===== config.mk =====
export PLATFORM = sky130hd
export DESIGN_NAME = vpif_flags
export DESIGN_NICKNAME = d
export VERILOG_FILES = /design/src/hw/vpif_pkg.sv /design/src/hw/vpif_flags.sv
export SDC_FILE = /design/constraint.sdc
export NUM_CORES = 1
export LEC_CHECK = 0
export ABC_AREA = 1
export BUFFER_PORTS_ARGS = -buffer_cell sky130_fd_sc_hd__buf_2
export CELL_PAD_IN_SITES_DETAIL_PLACEMENT = 1
export CELL_PAD_IN_SITES_GLOBAL_PLACEMENT = 1
export CORE_MARGIN = 8
export CORE_UTILIZATION = 32
export CTS_BUF_LIST = sky130_fd_sc_hd__clkbuf_8
export DETAILED_ROUTE_END_ITERATION = 8
export GPL_ROUTABILITY_DRIVEN = 0
export PLACE_DENSITY_LB_ADDON = 0.1
export SLEW_MARGIN = 20
export SYNTH_ARGS = -nofsm -noshare
export SYNTH_HDL_FRONTEND = slang
export SYNTH_SLANG_ARGS = --single-unit
export TNS_END_PERCENT = 10

===== constraint.sdc =====
create_clock -name mclk -period 1 [get_ports mclk]
set_clock_uncertainty 0.2 [all_clocks]
set_input_delay 0.05 -clock mclk [delete_from_list [all_inputs] [get_ports mclk]]
set_output_delay 0.05 -clock mclk [all_outputs]
set_load 0.005 [all_outputs]

===== src/hw/vpif_pkg.sv =====
// package: register map, field positions and types for the video port interrupt flags
package vpif_pkg;
	localparam int unsigned VPIF_AW = 4;
	localparam logic [VPIF_AW-1:0] VPIF_OFF_ENABLE = 4'h0;
	localparam logic [VPIF_AW-1:0] VPIF_OFF_STATUS = 4'h4;
	localparam logic [VPIF_AW-1:0] VPIF_OFF_LFB_CTRL = 4'h8;
	localparam logic [31:0] VPIF_ENABLE_RESET = 32'h00000000;
	localparam logic [31:0] VPIF_STATUS_RESET = 32'h00000000;
	localparam logic [2:0] VPIF_CTRL_RESET = 3'h0;
	// writable bits: 23..16, 14..10, 7..0 in enable; status lacks bit 0
	localparam logic [31:0] VPIF_ENABLE_MASK = 32'h00FF7CFF;
	localparam logic [31:0] VPIF_STATUS_MASK = 32'h00FF7CFE;
	localparam int unsigned VPIF_BIT_GLOBAL = 0;
	localparam int unsigned VPIF_BIT_A_OVERRUN = 1;
	localparam int unsigned VPIF_BIT_A_DONE = 2;
	localparam int unsigned VPIF_BIT_A_SYNC = 3;
	localparam int unsigned VPIF_BIT_A_VINT1 = 4;
	localparam int unsigned VPIF_BIT_A_VINT2 = 5;
	localparam int unsigned VPIF_BIT_A_SHORT = 6;
	localparam int unsigned VPIF_BIT_A_LONG = 7;
	localparam int unsigned VPIF_BIT_STC = 10;
	localparam int unsigned VPIF_BIT_B_LONG = 23;
	localparam int unsigned VPIF_CTRL_DETECT_EN = 0;
	localparam int unsigned VPIF_CTRL_VRESET = 1;
	localparam int unsigned VPIF_CTRL_MODE_LSB = 2;
	localparam int unsigned VPIF_LINE_W = 12;

	typedef enum logic [3:0] {
		VPIF_MODE_BT656 = 4'h1,
		VPIF_MODE_YC = 4'h2,
		VPIF_MODE_RAW = 4'h4,
		VPIF_MODE_TSI = 4'h8
	} vpif_mode_e;

	typedef struct packed {
		logic [VPIF_AW-1:0] addr;
		logic [31:0] wdata;
		logic wr;
		logic rd;
	} vpif_bus_s;

	typedef struct packed {
		logic line_tick;
		logic [VPIF_LINE_W-1:0] line_count;
		logic [VPIF_LINE_W-1:0] y_stop_value;
		logic display_mode;
	} vpif_chb_s;
endpackage : vpif_pkg


===== src/hw/vpif_flags.sv =====
// video port interrupt enable/status registers and channel B long field detection
`timescale 1ns/1ps
module vpif_flags (
	input wire logic mclk,
	input wire logic rst_n,
	input wire vpif_pkg::vpif_bus_s bus,
	output logic [31:0] rdata,
	input wire logic [31:0] event_pulse,
	input wire vpif_pkg::vpif_chb_s chb,
	output logic irq
);
	import vpif_pkg::*;

	// ============================================================
	// registers
	logic [31:0] irq_enable_reg;
	logic [31:0] irq_status_reg;
	logic [2:0] lfb_ctrl_reg;
	logic [31:0] rdata_reg;
	logic [31:0] set_vec;
	logic [31:0] clr_vec;
	logic chan_b_long_field;
	logic lf_armed_reg;
	logic long_mode;
	vpif_mode_e mode;

	// ============================================================
	// register writes
	always_ff @(posedge mclk or negedge rst_n) begin
		if (!rst_n) begin
			irq_enable_reg <= VPIF_ENABLE_RESET;
		end else if (bus.wr && bus.addr == VPIF_OFF_ENABLE) begin
			irq_enable_reg <= bus.wdata & VPIF_ENABLE_MASK;
		end
	end

	always_ff @(posedge mclk or negedge rst_n) begin
		if (!rst_n) begin
			lfb_ctrl_reg <= VPIF_CTRL_RESET;
		end else if (bus.wr && bus.addr == VPIF_OFF_LFB_CTRL) begin
			lfb_ctrl_reg <= bus.wdata[2:0];
		end
	end

	// ============================================================
	// channel B long field detection
	always_comb begin
		case (lfb_ctrl_reg[VPIF_CTRL_MODE_LSB])
			1'b0: mode = VPIF_MODE_BT656;
			default: mode = VPIF_MODE_RAW;
		endcase
	end

	// only bt656/yc capture with detection on; raw, transport stream, display never
	assign long_mode = (mode == VPIF_MODE_BT656 || mode == VPIF_MODE_YC)
		&& !chb.display_mode && lfb_ctrl_reg[VPIF_CTRL_DETECT_EN];

	// arm once per field so a long field flags once until the counter resets
	always_ff @(posedge mclk or negedge rst_n) begin
		if (!rst_n) begin
			lf_armed_reg <= 1'b1;
		end else if (chb.line_tick && chb.line_count == '0) begin
			lf_armed_reg <= 1'b1;
		end else if (chan_b_long_field) begin
			lf_armed_reg <= 1'b0;
		end
	end

	always_comb begin
		chan_b_long_field = 1'b0;
		if (long_mode && chb.line_tick && lf_armed_reg) begin
			if (lfb_ctrl_reg[VPIF_CTRL_VRESET]) begin
				chan_b_long_field = 1'b1;
			end else if (chb.line_count == chb.y_stop_value + 1'b1) begin
				chan_b_long_field = 1'b1;
			end
		end
	end

	// ============================================================
	// status flags
	always_comb begin
		set_vec = event_pulse;
		set_vec[VPIF_BIT_B_LONG] = chan_b_long_field;
		set_vec = set_vec & VPIF_STATUS_MASK;
		clr_vec = '0;
		if (bus.wr && bus.addr == VPIF_OFF_STATUS) begin
			clr_vec = bus.wdata & VPIF_STATUS_MASK;
		end
	end

	// set wins over a same-cycle clear; events recorded regardless of enables
	always_ff @(posedge mclk or negedge rst_n) begin
		if (!rst_n) begin
			irq_status_reg <= VPIF_STATUS_RESET;
		end else begin
			irq_status_reg <= (irq_status_reg & ~clr_vec) | set_vec;
		end
	end

	// ============================================================
	// read port
	always_ff @(posedge mclk or negedge rst_n) begin
		if (!rst_n) begin
			rdata_reg <= '0;
		end else if (bus.rd) begin
			if (bus.addr == VPIF_OFF_ENABLE) begin
				rdata_reg <= irq_enable_reg;
			end else if (bus.addr == VPIF_OFF_STATUS) begin
				rdata_reg <= irq_status_reg;
			end else if (bus.addr == VPIF_OFF_LFB_CTRL) begin
				rdata_reg <= {29'h0, lfb_ctrl_reg};
			end else begin
				rdata_reg <= '0;
			end
		end else begin
			rdata_reg <= '0;
		end
	end
	assign rdata = rdata_reg;

	// ============================================================
	// interrupt output
	always_ff @(posedge mclk or negedge rst_n) begin
		if (!rst_n) begin
			irq <= 1'b0;
		end else begin
			irq <= irq_enable_reg[VPIF_BIT_GLOBAL]
				&& |(irq_status_reg & irq_enable_reg & VPIF_STATUS_MASK);
		end
	end
endmodule : vpif_flags


==> results of run 1 <==
## worst min path at each step
stage | cells after the start | startpoint | end
final | 4 | chb[23] | lf_armed_reg
after global routing | 4 | chb[23] | lf_armed_reg
after CTS | 4 | chb[23] | lf_armed_reg
after detailed placement | 1 | rst_n | rdata[21]
after global placement | 1 | rst_n | rdata[21]
after floorplan | 0 | rst_n | irq
## critical path: stages (launching register included)
cell,delay [ns]
dfrtp_1,0.39
nand2_1,0.07
nand2_1,0.06
a221oi_2,0.24
buf_4,0.17
a41oi_2,0.07
## synthesized netlist by cell type
library cell	count
buf_4	11
buf_2	2
inv_1	70
dfrtp_1	66
a22o_1	2
nand2_1	162
nand3_1	12
nand2_2	2
nor2_1	19
xnor2_1	1
ha_1	1
nor3_1	1
nor2_4	2
nor2_2	6
nand3b_1	2
xor3_1	1
o21ai_1	3
a21oi_1	19
a221oi_1	2
a31oi_1	2
dfstp_2	1
clkbuf_1	10
nand4_1	6
a21boi_1	1
xor2_1	2
a41oi_1	1
o21ai_0	42
nor4_1	2
conb_1	1
## power breakdown
part	leakage [nW]	switching (W)	internal [W]	total, W
clock	0.0885	0.000960	0.000994	0.00195
sequential	0.801	0.000137	0.00295	0.00308
combinational	1.85	0.000749	0.000843	0.00159
## cells by family after synthesis
family | after synthesis
simple gates | 214
buf+inv | 93
compound gates | 72
flops | 67
xor+xnor | 4
fa+ha+maj | 1
other cells | 1
## layer usage
metal  track usage (%)  wire, um  vias up
met5                 0         0        -
met4             6.008       209        0
met3             4.487       511       19
met2             30.07      5910       73
met1             18.90      4735     1665
li1                  -         -     1763
## through the flow
step | TNS [ns] | hold WS [ns] | total power [W] | std cells
final | -2.333 | -0.1815 | 0.006630 | 786
after global routing | -4.608 | -0.1585 | 0.007055 | 786
after CTS | -2.983 | -0.1885 | 0.006695 | 784
after detailed placement | -25.43 | -0.1710 | 0.004519 | 729
after global placement | -24.01 | -0.1653 | 0.004449 | 729
after floorplan | -7.148 | -0.4456 | 0.003702 | 462
## timing repair
item | CTS | global route
endpoints found under the setup margin | 63 | 83
pin swaps | 15 | 15
setup buffers | 0 | 1
resized for setup | 14 | 27
endpoints found under the hold margin | 133 | 18
## cell type report
class	count	share of cell area, %
diodes	1	0.04812
clock buffers	11	2.911
clock inverters	3	0.3128
inverters	70	5.053
multi-input cells	302	28.27
flip-flops and latches	67	32.27
well taps	136	3.272
repair buffers	196	27.86
==> insert_results.sql, run 1 <==
INSERT INTO impl_metrics (metric_group, metric, value, unit) VALUES
('grt', 'grt_max_degree', '25', ''),
('yosys', 'ys_warn_count', '0', ''),
('yosys', 'gate_count_post_synth', '452', ''),
('die', 'start_util', '32.97', '%'),
('power', 'ir_drop', '646.2', 'uV'),
('timing', 'fin_ws', '-0.3439', 'ns'),
('finish', 'drive_above_1_share', '30.82', '%'),
('yosys', 'synth_fa_ha_area_share', '0.3676', '%'),
('detailed_routing', 'totalWireLength', '11370', 'um'),
('clock_tree', 'numCtsBuffers', '9', ''),
('setup_path', 'crit_arrival', '1.35', 'ns'),
('clock_tree', 'worst_skew_pair.late_latency', '0.33', 'ns'),
('die', 'row_count', '37', ''),
('yosys', 'area_fraction_in_and_or_nand_and_nor_cells_after_synthesis', '25.92', '%'),
('timing', 'drv_slew', '0', ''),
('clock_tree', 'clkSlewWorstSetupHoldPaths', '0.07', 'ns'),
('clock_tree', 'cts.sink_count', '67', ''),
('setup_path', 'r2r-end', 'irq', ''),
('setup_path', 'critical_path_peak_fanout', '2', ''),
('yosys', 'avgSynthCellArea', '7.529', 'um^2'),
('timing', 'fin_hold_ws', '-0.1815', 'ns'),
('yosys', 'dominant_combinational_cell_family_by_area_after_synthesis', 'simple AND/OR/NAND/NOR gates', ''),
('flow_run', 'max_cap_violations', '0', ''),
('timing', 'setup_viol_count_final', '28', ''),
('clock_tree', 'htree_levels', '3', ''),
('timing', 'grt_setup_unrepaired', 'true', ''),
('timing', 'finalHoldViolCount', '31', ''),
('yosys', 'seq_area_frac_synth', '49.30', '%'),
('die', 'ioPinCount', '131', ''),
('finish', 'multi_input_area', '1470', 'um^2'),
('grt', 'grt_pass1_wl', '19420', 'um'),
('setup_path', 'cp.required', '1.00', 'ns'),
('timing', 'final_period_minus_worst_setup_slack', '1.344', 'ns'),
('finish', 'mostFrequentLayoutCells', '155 x nand2_1, 92 x buf_2, 68 x inv_1', ''),
('yosys', 'synth_compound_area_share', '11.29', '%'),
('finish', 'nNetsFinal', '745', ''),
('setup_path', 'critPathCapture', 'irq', ''),
('die', 'fp.coreArea', '10320', 'um^2'),
('power', 'cellPowerDensity', '1275', 'nW/um^2'),
('finish', 'num-fill-cells', '1312', ''),
('grt', 'grt_remaining_overflow', '0', ''),
('timing', 'max_clock_freq', '744.1', 'MHz'),
('yosys', 'synthMuxAreaShare', '0', '%'),
('detailed_routing', 'violation_count_after_the_first_detailed_route_iteration', '154', ''),
('yosys', 'post_synth_num_cell_types', '29', ''),
('detailed_routing', 'number_of_nets_still_failing_antenna_checks_after_routing', '0', ''),
('clock_tree', 'ctsRootBufferMaster', 'clkbuf_8', ''),
('die', 'fp.dieW', '119.1', 'um'),
('detailed_routing', 'routed_via_density', '4.478', ''),
('finish', 'final_common_cell', 'nand2_1', ''),
('run_status', 'status', 'complete, but fails checks', ''),
('placement', 'total_cell_area_at_the_placement_stage', '4517', 'um^2'),
('hold_path', 'hold_path_class', 'input port to flop', ''),
('yosys', 'yosysTopAreaCell', 'dfrtp_1', ''),
('yosys', 'yosys.area.top_type_share', '48.53', '%'),
('power', 'power.static_leakage', '2.737', 'nW'),
('detailed_routing', 'route.vias.total', '3520', ''),
('detailed_routing', 'drt_pass_1_iters', '4', ''),
('die', 'die_area', '14190', 'um^2'),
('grt', 'grtUsageTotal', '16.85', '%'),
('grt', 'antenna_violations_before_repair', '1', ''),
('yosys', 'synth_area_leaders', 'dfrtp_1 49%, nand2_1 18%, inv_1 7.7%', ''),
('detailed_routing', 'drc', '0', ''),
('run_status', 'failed_checks', 'negative hold slack, negative setup slack', ''),
('timing', 'fin_crit_sh', '134.4', '%'),
('finish', 'layout_cell_area_excl_fill', '5200', 'um^2'),
('yosys', 'synth-seq-cells', '67', ''),
('finish', 'layout.core_utilization', '50.37', '%'),
('die', 'die_h', '119.1', 'um'),
('setup_path', 'reg2reg_setup_slack', '-0.34', 'ns'),
('placement', 'io_buffer_count', '95', '');
(Power assumes the default switching activity.)
==> inputs of run 2 (changes only) <==
--- a/config.mk
+++ b/config.mk
@@ -10,7 +10,7 @@
 export CELL_PAD_IN_SITES_DETAIL_PLACEMENT = 1
 export CELL_PAD_IN_SITES_GLOBAL_PLACEMENT = 1
 export CORE_MARGIN = 8
-export CORE_UTILIZATION = 32
+export CORE_UTILIZATION = 35
 export CTS_BUF_LIST = sky130_fd_sc_hd__clkbuf_8
 export DETAILED_ROUTE_END_ITERATION = 8
 export GPL_ROUTABILITY_DRIVEN = 0
==> constraint.sdc (replaced) <==
create_clock -name mclk -period 1.4 [get_ports mclk]
set_clock_uncertainty 0.2 [all_clocks]
set_input_delay 0.07 -clock mclk [delete_from_list [all_inputs] [get_ports mclk]]
set_output_delay 0.07 -clock mclk [all_outputs]
set_load 0.005 [all_outputs]
==> insert_results.sql, run 2 (synthesized netlist as in run 1, its figures left out) <==
INSERT INTO impl_metrics (metric_group, metric, value, unit) VALUES
('setup_path', 'critical_path_peak_fanout', '3', ''),
('clock_tree', 'ctsRootBufferMaster', 'clkbuf_8', ''),
('clock_tree', 'cts_buffer_depth', '2', ''),
('flow_run', 'max_cap_violations', '0', ''),
('timing', 'max_clock_freq', '704.5', 'MHz'),
('detailed_routing', 'route.vias.total', '3436', ''),
('hold_path', 'worstHoldStart', 'bus[37]', ''),
('die', 'die_h', '114.6', 'um'),
('setup_path', 'timing.reg2reg.worst_path_depth', '4', ''),
('detailed_routing', 'totalWireLength', '11190', 'um'),
('finish', 'final_common_cell', 'nand2_1', ''),
('timing', 'final_period_minus_worst_setup_slack', '1.420', 'ns'),
('setup_path', 'reg2reg_setup_slack', '-0.02', 'ns'),
('grt', 'vias_in_the_first_global_route', '3858', ''),
('hold_path', 'hold_path_class', 'input port to flop', ''),
('grt', 'antenna_violations_before_repair', '0', ''),
('power', 'p_sw', '0.001312', 'W'),
('timing', 'grt_setup_unrepaired', 'true', ''),
('power', 'cellInternalPower', '0.003547', 'W'),
('detailed_routing', 'wire_per_inst', '14.69', 'um'),
('die', 'fp.dieW', '114.6', 'um'),
('die', 'start_util', '35.47', '%'),
('run_status', 'failed_checks', 'negative hold slack, negative setup slack', ''),
('grt', 'grt_pass1_wl', '18650', 'um'),
('clock_tree', 'cts.sink_count', '67', ''),
('placement', 'total_cell_area_at_the_placement_stage', '4115', 'um^2'),
('setup_path', 'launching_point_of_the_worst_reg2reg_path', 'irq_enable_reg[3]', ''),
('finish', 'drive_above_1_share', '23.69', '%'),
('setup_path', 'crit_arrival', '1.40', 'ns'),
('power', 'pwr-share-clk', '35.6', '%'),
('power', 'cellPowerDensity', '978.9', 'nW/um^2'),
('timing', 'fin_hold_ws', '-0.007305', 'ns'),
('timing', 'setup_viol_count_final', '1', ''),
('clock_tree', 'tritoncts', 'built', ''),
('die', 'row_count', '36', ''),
('finish', 'syn2layout_area_growth', '45.85', '%'),
('finish', 'layout.core_utilization', '51.73', '%'),
('finish', 'layout_cell_area_excl_fill', '4964', 'um^2'),
('die', 'die_area', '13140', 'um^2'),
('detailed_routing', 'drt_pass_1_iters', '4', ''),
('setup_path', 'worstSetupEndpointType', 'flop', ''),
('placement', 'io_buffer_count', '95', ''),
('clock_tree', 'numCtsBuffers', '9', ''),
('timing', 'finalHoldViolCount', '2', ''),
('grt', 'grtUsageTotal', '17.98', '%'),
('die', 'fp.coreArea', '9594', 'um^2'),
('hold_path', 'min_delay_worst_endpoint', 'rdata[10]', ''),
('clock_tree', 'worst_skew_pair.late_latency', '0.34', 'ns'),
('placement', 'place.detailed.hpwl', '7970', 'um'),
('detailed_routing', 'routed_via_density', '4.509', ''),
('timing', 'drv_slew', '0', ''),
('power', 'sw_frac_of_total', '27.01', '%'),
('timing', 'fin_crit_sh', '101.4', '%'),
('setup_path', 'criticalPathCategory', 'flop to flop', ''),
('setup_path', 'timing.critical_path.from_type', 'flop', ''),
('clock_tree', 'htree_levels', '3', ''),
('clock_tree', 'clkSlewWorstSetupHoldPaths', '0.08', 'ns'),
('power', 'power_frac_comb', '18.5', '%'),
('hold_path', 'hold_depth', '5', ''),
('setup_path', 'r2r-end', 'irq', ''),
('power', 'power', '0.004859', 'W'),
('grt', 'grt_max_degree', '26', ''),
('detailed_routing', 'violation_count_after_the_first_detailed_route_iteration', '102', ''),
('detailed_routing', 'number_of_nets_still_failing_antenna_checks_after_routing', '0', ''),
('finish', 'diodes', '0', ''),
('grt', 'grt_remaining_overflow', '0', ''),
('timing', 'fin_ws', '-0.01954', 'ns'),
('placement', 'dpl_worst_slack', '-0.2677', 'ns'),
('power', 'power.sequential.fraction', '45.9', '%'),
('finish', 'num-fill-cells', '1232', ''),
('finish', 'nNetsFinal', '724', ''),
('finish', 'mostFrequentLayoutCells', '161 x nand2_1, 95 x buf_2, 71 x inv_1', ''),
('die', 'ioPinCount', '131', ''),
('power', 'power.static_leakage', '2.603', 'nW'),
('detailed_routing', 'drc', '0', ''),
('run_status', 'status', 'complete, but fails checks', ''),
('power', 'ir_drop', '580.1', 'uV'),
('setup_path', 'cp.required', '1.38', 'ns');
run 2: through the flow:
step / std cells / TNS, ns
CTS: 760 / 0
finish: 762 / -0.01954
floorplan: 462 / 0
detailed placement: 685 / -1.893
global route: 762 / -0.09180
global placement: 685 / -1.256
run 2: power groups by stage:
stage / logic, W / registers, W / clock network [W]
after floorplan: 0.000399 / 0.00223 / 0
after global placement: 0.000695 / 0.00226 / 0
after detailed placement: 0.000726 / 0.00227 / 0
after CTS: 0.000876 / 0.00223 / 0.00179
after global routing: 0.00102 / 0.00225 / 0.00184
final: 0.000897 / 0.00223 / 0.00173
run 2: worst max-delay path by stage:
| stage | slack, ns | end | from |
|---|---|---|---|
| 3_3_place_gp | -0.17 | lf_armed_reg | chb[1] |
| 5_1_grt | -0.08 | irq | irq_enable_reg[4] |
| 3_5_place_dp | -0.27 | lf_armed_reg | chb[1] |
| 4_1_cts | 0.007 | irq | irq_enable_reg[17] |
| 6_report | -0.02 | irq | irq_enable_reg[3] |
| 2_1_floorplan | 0.05 | lf_armed_reg | chb[1] |
run 2: routing by layer:
layer | global-route usage [%] | vias to the layer above | wire, um
li1 | - | 1723 | -
met1 | 20.55 | 1632 | 4792
met5 | 0 | - | 0
met2 | 32.85 | 67 | 5839
met3 | 3.481 | 14 | 402
met4 | 5.501 | 0 | 155
run 2: final cells by class:
type | count | area [um^2] | area share (%)
clock buffer | 9 | 123.9 | 2.496
clock inverter | 6 | 90.09 | 1.815
inverter | 70 | 262.8 | 5.294
multi-input combinational | 302 | 1401 | 28.23
sequential | 67 | 1678 | 33.80
tap | 133 | 166.4 | 3.353
timing repair buffer | 175 | 1241 | 25.01
run 2: worst max-delay path: stages, from the launching register on:
cell	delay [ns]
dfrtp_1	0.40
nand2_1	0.07
nand2_1	0.05
a221oi_1	0.38
a41oi_2	0.18
run 2: repair_timing:
action	CTS	global route
pin swaps	2	3
resized for setup	1	3
buffers inserted	4	2
hold endpoints to repair	116	0
hold buffers	56	0
setup endpoints to repair	1	2
